### src/fop_pkg.sv
package fop_pkg;

  // Register indices; byte address is four times the index
  localparam logic [2:0] IDX_OPTION  = 3'h0;
  localparam logic [2:0] IDX_POWER   = 3'h2;
  localparam logic [2:0] IDX_STATUS  = 3'h3;
  localparam logic [2:0] IDX_STANDBY = 3'h4;
  localparam logic [2:0] IDX_ACTIVE  = 3'h5;
  localparam logic [2:0] IDX_BANK    = 3'h6;
  localparam logic [2:0] IDX_OTP     = 3'h7;

  // Field positions
  localparam int RANDOM_LSB = 0;
  localparam int PAGE_LSB   = 4;

  // Values after reset
  localparam logic [3:0] RANDOM_RST  = 4'hf;
  localparam logic [3:0] PAGE_RST    = 4'hf;
  localparam logic [4:0] OTPW_RST    = 5'h1f;
  localparam logic [7:0] STANDBY_RST = 8'hff;
  localparam logic [7:0] ACTIVE_RST  = 8'hff;

  // Fixed wait count for password words
  localparam logic [4:0] PWD_WAITS   = 5'h10;

  // Memory map in 16-bit word addresses
  localparam logic [21:0] FLASH_LO = 22'h3f0000;
  localparam logic [21:0] FLASH_HI = 22'h3f7fff;
  localparam logic [21:0] OTP_LO   = 22'h3d7800;
  localparam logic [21:0] OTP_HI   = 22'h3d7bff;
  localparam logic [21:0] PWD_LO   = 22'h3f7ff8;
  localparam logic [21:0] PWD_HI   = 22'h3f7fff;

  // AXI responses
  localparam logic [1:0] RESP_OKAY   = 2'h0;
  localparam logic [1:0] RESP_SLVERR = 2'h2;

  // Power modes, Gray along sleep, standby, active
  typedef enum logic [1:0] {
    PWR_SLEEP   = 2'h0,
    PWR_STANDBY = 2'h1,
    PWR_ACTIVE  = 2'h3
  } fop_pwr_t;
  localparam logic [1:0] PWR_RESERVED = 2'h2;

  // Access engine states
  typedef enum logic [1:0] {
    ENG_IDLE = 2'h0,
    ENG_PREP = 2'h1,
    ENG_ARR  = 2'h3
  } fop_eng_t;

  typedef enum logic [1:0] {
    KIND_FETCH = 2'h0,
    KIND_READ  = 2'h1,
    KIND_WRITE = 2'h2
  } fop_kind_t;

  typedef struct packed {
    logic        valid;
    fop_kind_t   kind;
    logic        disc;
    logic        secure_zone;
    logic [21:0] addr;
  } fop_cpu_req_t;

  typedef struct packed {
    logic        awvalid;
    logic [7:0]  awaddr;
    logic        wvalid;
    logic [31:0] wdata;
    logic [3:0]  wstrb;
    logic        bready;
    logic        arvalid;
    logic [7:0]  araddr;
    logic        rready;
  } fop_axi_req_t;

  typedef struct packed {
    logic        awready;
    logic        wready;
    logic        bvalid;
    logic [1:0]  bresp;
    logic        arready;
    logic        rvalid;
    logic [31:0] rdata;
    logic [1:0]  rresp;
  } fop_axi_rsp_t;

endpackage : fop_pkg

### src/fop_ctrl.sv
// Implementation choices: the register addresses and the AXI4-Lite interface to the registers.
module fop_ctrl (
  input  wire logic                  clk,
  input  wire logic                  arst_n,
  input  wire logic                  ce,
  input  wire fop_pkg::fop_axi_req_t axi_req,
  output fop_pkg::fop_axi_rsp_t      axi_rsp,
  input  wire fop_pkg::fop_cpu_req_t cpu_req,
  output logic                       cpu_ack,
  output logic [63:0]                cpu_rdata,
  input  wire logic                  csm_locked,
  output logic                       arr_en,
  output logic [19:0]                arr_addr,
  input  wire logic [63:0]           arr_rdata,
  output logic [1:0]                 pwr_state
);

  fop_pkg::fop_axi_rsp_t axi_r;
  logic        aw_held_r;
  logic        w_held_r;
  logic [7:0]  awaddr_r;
  logic [31:0] wdata_r;
  logic [3:0]  wstrb_r;
  logic        opt_en_r;
  logic [3:0]  rand_w_r;
  logic [3:0]  page_w_r;
  logic [4:0]  otp_w_r;
  logic [7:0]  stby_w_r;
  logic [7:0]  act_w_r;
  logic        pw_wr_r;
  logic [1:0]  pw_val_r;
  fop_pkg::fop_pwr_t pwr_r;
  fop_pkg::fop_pwr_t tgt_r;
  logic        waking_r;
  logic [7:0]  wcnt_r;
  fop_pkg::fop_eng_t eng_r;
  logic [4:0]  ecnt_r;
  logic        e_pf_r;
  logic [19:0] e_addr_r;
  logic        arr_en_r;
  logic        cpu_ack_r;
  logic [63:0] rdata_r;
  logic        disc_done_r;
  logic        row_ok_r;
  logic [14:0] row_r;
  logic [1:0]  bval_r;
  logic [19:0] baddr_r [2];
  logic [63:0] bdata_r [2];
  logic [19:0] pf_next_r;
  logic        pf_on_r;

  // Region and wait-count decode on 64-bit word addresses
  function automatic logic in_region(input logic [19:0] a);
    in_region = ({a, 2'h0} >= fop_pkg::FLASH_LO && {a, 2'h0} <= fop_pkg::FLASH_HI) ||
                ({a, 2'h0} >= fop_pkg::OTP_LO && {a, 2'h0} <= fop_pkg::OTP_HI);
  endfunction : in_region

  function automatic logic is_otp(input logic [19:0] a);
    is_otp = {a, 2'h0} >= fop_pkg::OTP_LO && {a, 2'h0} <= fop_pkg::OTP_HI;
  endfunction : is_otp

  function automatic logic is_pwd(input logic [19:0] a);
    is_pwd = {a, 2'h3} >= fop_pkg::PWD_LO && {a, 2'h0} <= fop_pkg::PWD_HI;
  endfunction : is_pwd

  // Request decode; the CPU holds a request until it sees the ack
  logic [19:0] a64;
  logic        serve;
  logic        req_rg;
  logic        wr_c;
  logic        abort_c;
  logic        pipe_c;
  logic        hit0_c;
  logic        hit1_c;
  logic        miss_c;
  logic        dem_c;
  logic        pf_go_c;
  logic        zero_c;
  logic        wake_req;
  logic [4:0]  waits_c;
  logic [19:0] pf_inc;

  assign a64     = cpu_req.addr[21:2];
  assign serve   = cpu_req.valid && !cpu_ack_r;
  assign req_rg  = in_region(a64);
  assign wr_c    = serve && req_rg && cpu_req.kind == fop_pkg::KIND_WRITE;
  assign pipe_c  = serve && opt_en_r && cpu_req.kind == fop_pkg::KIND_FETCH;
  assign abort_c = pipe_c && cpu_req.disc && !disc_done_r;
  assign hit0_c  = pipe_c && req_rg && bval_r[0] && baddr_r[0] == a64;
  assign hit1_c  = pipe_c && req_rg && !hit0_c && bval_r[1] && baddr_r[1] == a64;
  assign miss_c  = pipe_c && req_rg && !hit0_c && !hit1_c && eng_r == fop_pkg::ENG_IDLE &&
                   !(pf_on_r && pf_next_r == a64 && !bval_r[1]);
  assign dem_c   = serve && req_rg && (cpu_req.kind == fop_pkg::KIND_READ ||
                   (cpu_req.kind == fop_pkg::KIND_FETCH && !opt_en_r));
  assign pf_go_c = opt_en_r && pf_on_r && !bval_r[1] && !miss_c;
  assign zero_c  = csm_locked && !cpu_req.secure_zone;
  assign wake_req = eng_r == fop_pkg::ENG_PREP && pwr_r != fop_pkg::PWR_ACTIVE;
  assign pf_inc  = e_addr_r + 20'h1;

  // Password first, then OTP, then row hit or miss
  always_comb
  begin
    if (is_pwd(e_addr_r))
      waits_c = fop_pkg::PWD_WAITS;
    else if (is_otp(e_addr_r))
      waits_c = fop_pkg::OTPW_RST & otp_w_r;
    else if (row_ok_r && row_r == e_addr_r[19:5])
      waits_c = {1'b0, page_w_r};
    else
      waits_c = {1'b0, rand_w_r};
  end

  // AXI4-Lite slave with register writes
  always_ff @(posedge clk or negedge arst_n)
  begin
    if (!arst_n)
    begin
      axi_r     <= '0;
      aw_held_r <= 1'b0;
      w_held_r  <= 1'b0;
      awaddr_r  <= 8'h00;
      wdata_r   <= 32'h0000_0000;
      wstrb_r   <= 4'h0;
      opt_en_r  <= 1'b0;
      rand_w_r  <= fop_pkg::RANDOM_RST;
      page_w_r  <= fop_pkg::PAGE_RST;
      otp_w_r   <= fop_pkg::OTPW_RST;
      stby_w_r  <= fop_pkg::STANDBY_RST;
      act_w_r   <= fop_pkg::ACTIVE_RST;
      pw_wr_r   <= 1'b0;
      pw_val_r  <= 2'h0;
    end
    else if (ce)
    begin
      pw_wr_r       <= 1'b0;
      axi_r.awready <= !aw_held_r && !axi_r.bvalid && !(axi_req.awvalid && axi_r.awready);
      axi_r.wready  <= !w_held_r && !axi_r.bvalid && !(axi_req.wvalid && axi_r.wready);
      if (axi_req.awvalid && axi_r.awready)
      begin
        aw_held_r <= 1'b1;
        awaddr_r  <= axi_req.awaddr;
      end
      if (axi_req.wvalid && axi_r.wready)
      begin
        w_held_r <= 1'b1;
        wdata_r  <= axi_req.wdata;
        wstrb_r  <= axi_req.wstrb;
      end
      // Write commits once both halves are held
      if (aw_held_r && w_held_r && !axi_r.bvalid)
      begin
        aw_held_r    <= 1'b0;
        w_held_r     <= 1'b0;
        axi_r.bvalid <= 1'b1;
        axi_r.bresp  <= fop_pkg::RESP_OKAY;
        if (awaddr_r[1:0] != 2'h0 || awaddr_r[7:5] != 3'h0 || awaddr_r[4:2] == 3'h1)
          axi_r.bresp <= fop_pkg::RESP_SLVERR;
        else if (wstrb_r[0])
        begin
          if (awaddr_r[4:2] == fop_pkg::IDX_OPTION)
            opt_en_r <= wdata_r[0];
          else if (awaddr_r[4:2] == fop_pkg::IDX_POWER)
          begin
            pw_wr_r  <= 1'b1;
            pw_val_r <= wdata_r[1:0];
          end
          else if (awaddr_r[4:2] == fop_pkg::IDX_STANDBY)
            stby_w_r <= wdata_r[7:0];
          else if (awaddr_r[4:2] == fop_pkg::IDX_ACTIVE)
            act_w_r <= wdata_r[7:0];
          else if (awaddr_r[4:2] == fop_pkg::IDX_BANK)
          begin
            rand_w_r <= wdata_r[fop_pkg::RANDOM_LSB +: 4];
            page_w_r <= wdata_r[fop_pkg::PAGE_LSB +: 4];
          end
          else if (awaddr_r[4:2] == fop_pkg::IDX_OTP)
            otp_w_r <= wdata_r[4:0];
        end
      end
      else if (axi_r.bvalid && axi_req.bready)
        axi_r.bvalid <= 1'b0;
      // Read path, one outstanding read
      if (axi_r.rvalid && axi_req.rready)
      begin
        axi_r.rvalid  <= 1'b0;
        axi_r.arready <= 1'b1;
      end
      else if (!axi_r.rvalid && !axi_r.arready)
        axi_r.arready <= 1'b1;
      else if (axi_req.arvalid && axi_r.arready)
      begin
        axi_r.arready <= 1'b0;
        axi_r.rvalid  <= 1'b1;
        axi_r.rresp   <= fop_pkg::RESP_OKAY;
        axi_r.rdata   <= 32'h0000_0000;
        if (axi_req.araddr[1:0] != 2'h0 || axi_req.araddr[7:5] != 3'h0 || axi_req.araddr[4:2] == 3'h1)
          axi_r.rresp <= fop_pkg::RESP_SLVERR;
        else if (axi_req.araddr[4:2] == fop_pkg::IDX_OPTION)
          axi_r.rdata <= {31'h0, opt_en_r};
        else if (axi_req.araddr[4:2] == fop_pkg::IDX_POWER)
          axi_r.rdata <= {30'h0, pwr_r};
        else if (axi_req.araddr[4:2] == fop_pkg::IDX_STATUS)
          axi_r.rdata <= {28'h0, bval_r, pf_on_r, waking_r};
        else if (axi_req.araddr[4:2] == fop_pkg::IDX_STANDBY)
          axi_r.rdata <= {24'h0, stby_w_r};
        else if (axi_req.araddr[4:2] == fop_pkg::IDX_ACTIVE)
          axi_r.rdata <= {24'h0, act_w_r};
        else if (axi_req.araddr[4:2] == fop_pkg::IDX_BANK)
          axi_r.rdata <= {24'h0, page_w_r, rand_w_r};
        else
          axi_r.rdata <= {27'h0, otp_w_r};
      end
    end
  end

  // Power sequencer; modes compare numerically as sleep < standby < active
  logic pw_ok;
  logic pw_lower;
  logic pw_higher;
  logic [1:0] step_c;
  assign pw_ok     = pw_wr_r && pw_val_r != fop_pkg::PWR_RESERVED;
  assign pw_lower  = pw_ok && pw_val_r < pwr_r;
  assign pw_higher = pw_ok && pw_val_r > pwr_r;
  assign step_c    = (pwr_r == fop_pkg::PWR_SLEEP) ? fop_pkg::PWR_STANDBY : fop_pkg::PWR_ACTIVE;

  always_ff @(posedge clk or negedge arst_n)
  begin
    if (!arst_n)
    begin
      pwr_r    <= fop_pkg::PWR_SLEEP;
      tgt_r    <= fop_pkg::PWR_SLEEP;
      waking_r <= 1'b0;
      wcnt_r   <= 8'h00;
    end
    else if (ce)
    begin
      if (pw_lower)
      begin
        pwr_r    <= fop_pkg::fop_pwr_t'(pw_val_r);
        tgt_r    <= fop_pkg::fop_pwr_t'(pw_val_r);
        waking_r <= 1'b0;
      end
      else
      begin
        if (pw_higher)
          tgt_r <= fop_pkg::fop_pwr_t'(pw_val_r);
        else if (wake_req)
          tgt_r <= fop_pkg::PWR_ACTIVE;
        if (!waking_r && (pw_higher || wake_req))
        begin
          waking_r <= 1'b1;
          wcnt_r   <= (pwr_r == fop_pkg::PWR_SLEEP) ? stby_w_r : act_w_r;
        end
        else if (waking_r)
        begin
          if (wcnt_r == 8'h00)
          begin
            pwr_r <= fop_pkg::fop_pwr_t'(step_c);
            if (step_c == tgt_r)
              waking_r <= 1'b0;
            else
              wcnt_r <= act_w_r;
          end
          else
            wcnt_r <= wcnt_r - 8'h01;
        end
      end
    end
  end

  // Access engine, prefetch buffer and CPU answers
  always_ff @(posedge clk or negedge arst_n)
  begin
    if (!arst_n)
    begin
      eng_r       <= fop_pkg::ENG_IDLE;
      ecnt_r      <= 5'h00;
      e_pf_r      <= 1'b0;
      e_addr_r    <= 20'h00000;
      arr_en_r    <= 1'b0;
      cpu_ack_r   <= 1'b0;
      rdata_r     <= 64'h0;
      disc_done_r <= 1'b0;
      row_ok_r    <= 1'b0;
      row_r       <= 15'h0000;
      bval_r      <= 2'h0;
      baddr_r     <= '{default: 20'h00000};
      bdata_r     <= '{default: 64'h0};
      pf_next_r   <= 20'h00000;
      pf_on_r     <= 1'b0;
    end
    else if (ce)
    begin
      cpu_ack_r <= 1'b0;
      if (cpu_ack_r)
        disc_done_r <= 1'b0;
      if (pwr_r != fop_pkg::PWR_ACTIVE)
        row_ok_r <= 1'b0;
      // CPU side: write drop, abort, buffer hits, misses
      if (wr_c)
      begin
        cpu_ack_r <= 1'b1;
        rdata_r   <= 64'h0;
      end
      else if (abort_c)
      begin
        bval_r      <= 2'h0;
        disc_done_r <= 1'b1;
        pf_next_r   <= a64;
        pf_on_r     <= req_rg;
        if (e_pf_r && eng_r != fop_pkg::ENG_IDLE)
        begin
          eng_r    <= fop_pkg::ENG_IDLE;
          arr_en_r <= 1'b0;
        end
      end
      else if (hit0_c)
      begin
        cpu_ack_r <= 1'b1;
        rdata_r   <= zero_c ? 64'h0 : bdata_r[0];
      end
      else if (hit1_c)
      begin
        cpu_ack_r  <= 1'b1;
        rdata_r    <= zero_c ? 64'h0 : bdata_r[1];
        bval_r     <= {1'b0, bval_r[1]};
        baddr_r[0] <= baddr_r[1];
        bdata_r[0] <= bdata_r[1];
      end
      else if (miss_c)
      begin
        bval_r    <= 2'h0;
        pf_next_r <= a64;
        pf_on_r   <= 1'b1;
      end
      // Engine; data reads only start from idle, so they wait out a prefetch
      if (!abort_c)
      begin
        case (eng_r)
          fop_pkg::ENG_IDLE:
          begin
            if (dem_c)
            begin
              e_addr_r <= a64;
              e_pf_r   <= 1'b0;
              eng_r    <= fop_pkg::ENG_PREP;
            end
            else if (pf_go_c)
            begin
              e_addr_r <= pf_next_r;
              e_pf_r   <= 1'b1;
              eng_r    <= fop_pkg::ENG_PREP;
            end
          end
          fop_pkg::ENG_PREP:
          begin
            if (pwr_r == fop_pkg::PWR_ACTIVE)
            begin
              ecnt_r   <= waits_c;
              arr_en_r <= 1'b1;
              eng_r    <= fop_pkg::ENG_ARR;
              row_ok_r <= !is_otp(e_addr_r);
              row_r    <= e_addr_r[19:5];
            end
          end
          fop_pkg::ENG_ARR:
          begin
            if (ecnt_r == 5'h00)
            begin
              arr_en_r <= 1'b0;
              eng_r    <= fop_pkg::ENG_IDLE;
              if (e_pf_r)
              begin
                bval_r[bval_r[0]]  <= 1'b1;
                baddr_r[bval_r[0]] <= e_addr_r;
                bdata_r[bval_r[0]] <= arr_rdata;
                pf_next_r          <= pf_inc;
                pf_on_r            <= in_region(pf_inc);
              end
              else
              begin
                cpu_ack_r <= 1'b1;
                rdata_r   <= zero_c ? 64'h0 : arr_rdata;
              end
            end
            else
              ecnt_r <= ecnt_r - 5'h01;
          end
          default:
            eng_r <= fop_pkg::ENG_IDLE;
        endcase
      end
    end
  end

  assign axi_rsp   = axi_r;
  assign cpu_ack   = cpu_ack_r;
  assign cpu_rdata = rdata_r;
  assign arr_en    = arr_en_r;
  assign arr_addr  = e_addr_r;
  assign pwr_state = pwr_r;
endmodule : fop_ctrl

### config.mk
export PLATFORM = sky130hd
export DESIGN_NAME = fop_ctrl
export DESIGN_NICKNAME = d
export VERILOG_FILES = /design/src/fop_pkg.sv /design/src/fop_ctrl.sv
export SDC_FILE = /design/constraint.sdc
export NUM_CORES = 1
export LEC_CHECK = 0
export BUFFER_PORTS_ARGS = -buffer_cell sky130_fd_sc_hd__buf_2
export CORE_MARGIN = 8
export CORE_UTILIZATION = 49
export CTS_CLUSTER_DIAMETER = 80
export DETAILED_ROUTE_END_ITERATION = 12
export HOLD_SLACK_MARGIN = 0.15
export PLACE_DENSITY = 0.8
export SLEW_MARGIN = 20
export SYNTH_ARGS = -nofsm -noshare
export SYNTH_HDL_FRONTEND = slang
export SYNTH_SLANG_ARGS = --single-unit
### constraint.sdc
create_clock -name clk -period 2.8 [get_ports clk]
set_input_delay 0.28 -clock clk [delete_from_list [all_inputs] [get_ports clk]]
set_output_delay 0.28 -clock clk [all_outputs]
set_load 0.05 [all_outputs]
==> results of run 1 <==
==> cells by family (layout without fill, tap and decap cells) <==
| family | Yosys count | count (layout) | synth area share [%] |
|---|---|---|---|
| AOI/OAI and AO/OA | 520 | 520 | 22.5 |
| xor gates and xnor gates | 98 | 98 | 4.39 |
| adders and majority gates | 7 | 7 | 0.448 |
| buffers and inverters | 200 | 561 | 5.04 |
| DFF | 382 | 382 | 49.1 |
| muxes | 154 | 154 | 9.04 |
| other | 1 | 32 | 0.0192 |
| and+or+nand+nor | 370 | 370 | 9.49 |
==> where the power goes <==
part           switching [mW]  internal, mW
logic                    1.39         0.874
clock network            2.29          3.51
registers               0.403          5.90
total                    4.08          10.3
==> timing repair <==
| item | CTS | global route |
|---|---|---|
| endpoints found under the hold margin | 306 | 0 |
| gates resized for setup | 1 | 27 |
| hold buffers | 95 | 0 |
| pin swaps | 3 | 1 |
| cloned | 1 | 3 |
| buffers inserted | 3 | 2 |
| endpoints found under the setup margin | 78 | 147 |
==> placed cells by master, fill, tap and decap left out, drive strengths merged, types with 40 or more instances in the layout <==
master / netlist / layout
nor2: 58 / 58
nand3: 40 / 40
dfrtp: 353 / 353
a21oi: 55 / 55
a2bb2oi: 101 / 101
dlygate4sd3: 0 / 95
nand2: 138 / 138
o21ai: 44 / 44
clkbuf: 89 / 68
mux2: 142 / 142
o22ai: 103 / 103
xnor2: 75 / 75
buf: 75 / 350
==> tightest hold or removal path: cells and delay by family <==
family                 cells  cell delay [ns]
AO/OA/AOI/OAI              2             0.26
buffers and inverters      1             0.15
==> how the worst min path moves through the flow <==
stage	end	slack (ns)
floorplan	asynchronous set/reset pin	-0.02
global placement	cpu_rdata[58]	0.40
detailed placement	cpu_rdata[58]	0.40
CTS	axi_rsp[4]	0.15
global route	pf_next_r[6]	0.16
finish	pf_next_r[6]	0.18
==> metal layers <==
metal  global-route usage (%)  vias to the layer above  wire length, µm
li1                         -                     7154                -
met2                     40.2                      894            29000
met1                     31.4                     8349            24000
met3                     7.54                      177             5880
met4                     11.5                        8             2500
met5                        0                        -               55
==> per-stage QoR <==
stage	power, mW	worst slack (ns)
floorplan	7.69	0.0970
global placement	8.36	-0.274
detailed placement	8.46	-0.257
CTS	14.4	0.0111
global route	14.9	-0.0552
finish	14.4	-0.000406
==> final cells by class <==
class,count,area [µm²],area share (%)
flip-flops and latches,382,9600,39.1
multi-input cells,1175,9270,37.7
repair buffers,448,3450,14.0
clock buffers,65,1240,5.04
well taps,525,657,2.67
clock inverters,12,208,0.846
inverters,36,135,0.550
diodes,6,15.0,0.0611
==> cell usage after synthesis (all sizes together) (18+ instances only) <==
cell	n
dfrtp	353
mux2	142
nand2	138
o22ai	103
a2bb2oi	101
clkbuf	89
buf	75
xnor2	75
nor2	58
a21oi	55
o21ai	44
nand3	40
a22o	37
inv	36
dfstp	29
nand4	27
nand2b	25
xor2	23
a21o	20
a221o	18
==> flow_metrics.env, run 1 <==
export IMPL_status="complete, but fails checks"
export IMPL_violations="setup timing"
export IMPL_stdcell_area_um2=24600
export IMPL_max_slew_margin_pct=41.4
export IMPL_arrival_ns=3.23
export IMPL_crit_type="reg2reg"
export IMPL_io_pins=281
export IMPL_detail_route_antenna_nets=0
export IMPL_critical_path_max_stage_delay_ns=0.46
export IMPL_crit_fanout=27
export IMPL_die_h_um=216
export IMPL_num_rows=73
export IMPL_min_period_ns=2.80
export IMPL_ys_ff_latch=382
export IMPL_yosysSeqAreaShare_pct=49.1
export IMPL_finalWirelength_um=61400
export IMPL_die_w_um=216
export IMPL_drc=0
export IMPL_clk_pin_slew_ns=0.06
export IMPL_hold_viol_final=0
export IMPL_hp_class="in2reg"
export IMPL_fin_nets=2244
export IMPL_fin_util_pct=62.1
export IMPL_final_setup_tns_ns=-0.000406
export IMPL_grt_max_degree=120
export IMPL_hold_ws_ns=0.178
export IMPL_reg2reg_to="bdata_r[109]"
export IMPL_p_leak_nw=11.6
export IMPL_place_hpwl_um=39500
export IMPL_cts_max_path_buffers=3
export IMPL_peakVddDrop_mv=0.676
export IMPL_cts_sinks=382
export IMPL_n_fill_cell=2924
export IMPL_synthFlopType="dfrtp_1"
export IMPL_cp_end_kind="flip-flop"
export IMPL_fin_cells=2649
export IMPL_num_vias=16582
export IMPL_ff2ff_setup_slack_ns=-0.0004
export IMPL_cts_tree="yes"
export IMPL_synth_enable_flop_cells=0
export IMPL_tightest_slew_ns=0.879
export IMPL_power_density_nw_per_um2=585
export IMPL_yosysTopAreaCell="dfrtp_1"
export IMPL_dieArea_um2=46600
export IMPL_slew_viol_final=0
export IMPL_track_usage_pct=25.3
export IMPL_required_ns=3.23
export IMPL_grt_ovfl_total=0
export IMPL_fmax_mhz=357
export IMPL_synthesis_area_um2=19600
export IMPL_layout_drive_gt1_share_pct=34.2
export IMPL_startpoint_type="flip-flop"
export IMPL_root_buffer="clkbuf_16"
export IMPL_start_util_pct=49.5
export IMPL_path_delay_family="simple AND/OR/NAND/NOR gates"
export IMPL_vias_per_cell=6.26
export IMPL_core_um2=39500
export IMPL_insertion_delay_ns=0.58
export IMPL_crit_cells=10
export IMPL_reg2regPathDepth=10
export IMPL_wire_per_inst_um=23.2
export IMPL_first_global_vias=17111
export IMPL_portBuffers=225
export IMPL_postSynth_asyncResetShare_pct=100
export IMPL_rsz0062_at_grt="true"
export IMPL_drtPass1Iterations=5
export IMPL_grt_pass1_wl_um=96000
export IMPL_drt_initial_drc_count=1682
export IMPL_cp_common_cell="buf_4"
export IMPL_crit_buf_inv=3
export IMPL_crit_chain="xnor2_2 -> buf_4 -> nand4_1 -> nor4_4 -> buf_4 -> o2111ai_4 -> or3_4 -> buf_12 -> o22ai_1 -> a2bb2oi_1"
export IMPL_skew_ns=0.0213
export IMPL_cts_buffers=42
export IMPL_placed_cell_area_um2=21900
export IMPL_hold_depth=3
export IMPL_routabilityCongestion=0.921
export IMPL_synth_area_leaders="dfrtp_1 45%, mux2_2 8.2%, a2bb2oi_2 4.5%"
export IMPL_setup_violations=1
export IMPL_synthToLayoutAreaGrowth_pct=25.6
export IMPL_synth_warnings=0
export IMPL_synthCells=1732
export IMPL_antenna_found_initial=11
export IMPL_synth_top_area_share_pct=45.2
export IMPL_synth_distinct_cells=81
export IMPL_worstHoldStart="cpu_req[8]"
export IMPL_slowest_stage="nor4_4"
export IMPL_setup_slack_ns=-0.000406
export IMPL_drv_cap=0
export IMPL_critical_path_endpoint="bdata_r[109]"
export IMPL_htree_num_levels=2
export IMPL_dp_cells=2462
export IMPL_syn_area_per_cell_um2=11.3
export IMPL_fin_crit_sh_pct=100
No activity file was read; power rests on OpenSTA's default activity.
==> run 2, diff against run 1 <==
--- a/config.mk
+++ b/config.mk
@@ -5,13 +5,14 @@
 export SDC_FILE = /design/constraint.sdc
 export NUM_CORES = 1
 export LEC_CHECK = 0
+export ABC_AREA = 1
 export BUFFER_PORTS_ARGS = -buffer_cell sky130_fd_sc_hd__buf_2
 export CORE_MARGIN = 8
 export CORE_UTILIZATION = 49
 export CTS_CLUSTER_DIAMETER = 80
 export DETAILED_ROUTE_END_ITERATION = 12
 export HOLD_SLACK_MARGIN = 0.15
-export PLACE_DENSITY = 0.8
+export PLACE_DENSITY = 0.79
 export SLEW_MARGIN = 20
 export SYNTH_ARGS = -nofsm -noshare
 export SYNTH_HDL_FRONTEND = slang
==> constraint.sdc (replaced) <==
create_clock -name clk -period 2.7 [get_ports clk]
set_input_delay 0.27 -clock clk [delete_from_list [all_inputs] [get_ports clk]]
set_output_delay 0.27 -clock clk [all_outputs]
set_load 0.05 [all_outputs]
==> run 2 against run 1 <==
Effect of this change: the run now ends clean; register-to-register slack better by 0.17 ns; sequential share of layout area is 3.9 points lower; critical path depth is 5 higher.
==> flow_metrics.env, run 2 <==
export IMPL_crit_type="reg2reg"
export IMPL_synthToLayoutAreaGrowth_pct=19.2
export IMPL_postSynth_asyncResetShare_pct=100
export IMPL_root_buffer="clkbuf_16"
export IMPL_grt_ovfl_total=0
export IMPL_core_um2=46400
export IMPL_startpoint_type="flip-flop"
export IMPL_yosysMostFrequentCell="nand2_1"
export IMPL_cts_sinks=382
export IMPL_clk_pin_slew_ns=0.06
export IMPL_ys_ff_latch=382
export IMPL_power_frac_clock_pct=28.3
export IMPL_fin_crit_sh_pct=93.6
export IMPL_max_slew_margin_pct=32.0
export IMPL_power_density_nw_per_um2=772
export IMPL_cts_buffers=45
export IMPL_cts_max_path_buffers=3
export IMPL_synthXorXnorAreaFrac_pct=0.880
export IMPL_hold_viol_final=0
export IMPL_synth_top_family_by_area="simple AND/OR/NAND/NOR gates"
export IMPL_layout_drive_gt1_share_pct=12.7
export IMPL_final_setup_tns_ns=0
export IMPL_required_ns=3.16
export IMPL_portBuffers=225
export IMPL_fin_cells=4261
export IMPL_sequentialPowerShare_pct=38.2
export IMPL_synth_compound_area_share_pct=13.6
export IMPL_track_usage_pct=28.1
export IMPL_finalWirelength_um=77800
export IMPL_synth_distinct_cells=47
export IMPL_yosysSeqAreaShare_pct=41.9
export IMPL_detail_route_antenna_nets=0
export IMPL_synthAdderAreaFrac_pct=0.383
export IMPL_p_sw_share_pct=41.5
export IMPL_slew_viol_final=0
export IMPL_skew_ns=0.0165
export IMPL_min_period_ns=2.53
export IMPL_antenna_found_initial=3
export IMPL_synth_simple_gate_area_share_pct=32.8
export IMPL_num_rows=79
export IMPL_drtPass1Iterations=8
export IMPL_place_hpwl_um=48600
export IMPL_routabilityCongestion=0.975
export IMPL_fmax_mhz=396
export IMPL_synth_area_leaders="dfrtp_1 39%, nand2_1 21%, o21ai_0 6.5%"
export IMPL_layout_commonest_cell="nand2_1"
export IMPL_drc=0
export IMPL_dp_cells=4062
export IMPL_setup_violations=0
export IMPL_cts_tree="yes"
export IMPL_synth_enable_flop_cells=0
export IMPL_mostFrequentLayoutCells="1290 x nand2_1, 353 x dfrtp_1, 297 x o21ai_0, 290 x inv_1, 238 x nand3_1"
export IMPL_p_leak_nw=14.4
export IMPL_synthMuxAreaShare_pct=0.536
export IMPL_synth_top_area_share_pct=38.6
export IMPL_syn_area_per_cell_um2=6.82
export IMPL_drv_cap=0
export IMPL_fin_nets=3780
export IMPL_synth_warnings=0
export IMPL_fin_util_pct=58.8
export IMPL_synthCells=3353
export IMPL_internal_power_mw=12.3
export IMPL_arrival_ns=2.99
export IMPL_synth_common_cells="1292 x nand2_1, 353 x dfrtp_1, 297 x o21ai_0"
export IMPL_die_h_um=232
export IMPL_power_switching_mw=8.73
export IMPL_wire_per_inst_um=18.2
export IMPL_hp_class="in2reg"
export IMPL_grt_pass1_wl_um=123000
export IMPL_cp_end_kind="flip-flop"
export IMPL_drt_initial_drc_count=2550
export IMPL_first_global_vias=22692
export IMPL_htree_num_levels=2
export IMPL_peakVddDrop_mv=0.731
export IMPL_num_vias=23710
export IMPL_start_util_pct=49.4
export IMPL_synthFlopType="dfrtp_1"
export IMPL_dieArea_um2=53900
export IMPL_p_comb_share_pct=33.4
export IMPL_io_pins=281
export IMPL_yosysTopAreaCell="dfrtp_1"
export IMPL_rsz0062_at_grt="false"
export IMPL_tightest_slew_ns=1.02
export IMPL_status="finished, final reports clean"
export IMPL_die_w_um=232
export IMPL_vias_per_cell=5.56
export IMPL_crit_fanout=29
export IMPL_grt_max_degree=116
export IMPL_synthesis_area_um2=22900
export IMPL_insertion_delay_ns=0.59
## run 2: worst max-delay path, cell delays in order, from the launching register on
cell and delay, ns:
dfrtp_1 0.40, inv_1 0.09, ha_1 0.14, inv_1 0.05, or2_1 0.23, nor2_2 0.11, nand2_1 0.11, nor2_4 0.14
nand2_1 0.12, nor2_4 0.15, buf_6 0.18, nand3_4 0.13, buf_4 0.18, clkbuf_16 0.21, nand2_1 0.08, o21ai_0 0.09
## run 2: layout make-up
cell class | count | area, µm²
sequential | 382 | 9600
multi-input combinational | 2461 | 11200
clock buffer | 67 | 1330
clock inverter | 11 | 81.3
antenna | 2 | 5.00
fill | 4227 | 19100
inverter | 319 | 1210
timing repair buffer | 412 | 3090
tap | 607 | 759
## run 2: path summary, 6_finish.rpt
| path | startpoint | endpoint | slack [ns] | depth (start not counted) |
|---|---|---|---|---|
| hold / removal | axi_req[3] | axi_rsp[2] | 0.20 | 5 |
| max in group asynchronous | arst_n | axi_rsp[39] | 1.59 | 3 |
| hold reg to reg | awaddr_r[0] | awaddr_r[0] | 0.47 | 2 |
| setup reg to reg | ecnt_r[0] | flip-flop | 0.17 | 15 |
| min in group asynchronous | arst_n | baddr_r[20] | 0.25 | 2 |
| setup / recovery | ecnt_r[0] | flip-flop | 0.17 | 15 |
## run 2: logic make-up (layout without fill, tap and decap cells)
logic type	count (synthesis)	count (layout)
and+or+nand+nor	1836	1836
AOI/OAI and AO/OA	558	558
buffers and inverters	535	809
DFF	382	382
xor gates and xnor gates	23	23
muxes	11	11
adders and majority gates	7	7
other	1	28
## run 2: stage by stage
stage	hold WS (ns)	area (µm²)	power [mW]	setup WS, ns
3_3_place_gp	0.243	24600	14.7	0.199
6_report	0.197	27300	21.1	0.173
5_1_grt	0.226	27300	22.1	0.00429
4_1_cts	0.164	27100	21.0	0.112
3_5_place_dp	0.249	24600	14.8	0.133
2_1_floorplan	-0.0256	23000	12.6	0.273
## run 2: power by group through the flow
stage / combinational [mW] / sequential (mW) / clock [mW]
2_1_floorplan: 3.32 / 9.26 / 0
3_3_place_gp: 6.63 / 8.06 / 0
3_5_place_dp: 6.77 / 8.08 / 0
4_1_cts: 6.94 / 8.01 / 6.05
5_1_grt: 7.71 / 8.18 / 6.26
6_report: 7.04 / 8.06 / 5.97
## run 2: per-layer routing
| metal | wire [µm] | up-vias | global-route usage [%] |
|---|---|---|---|
| li1 | - | 11294 | - |
| met3 | 7290 | 218 | 5.00 |
| met1 | 31800 | 10989 | 37.7 |
| met4 | 3120 | 4 | 12.3 |
| met5 | 31 | - | 0 |
| met2 | 35500 | 1205 | 44.3 |
## run 2: what timing repair did
| item | 4_1_cts | 5_1_grt |
|---|---|---|
| hold buffers | 113 | 0 |
| endpoints found under the setup margin | 0 | 121 |
| buffers inserted | 0 | 4 |
| endpoints found under the hold margin | 505 | 0 |
| resized for setup | 0 | 15 |
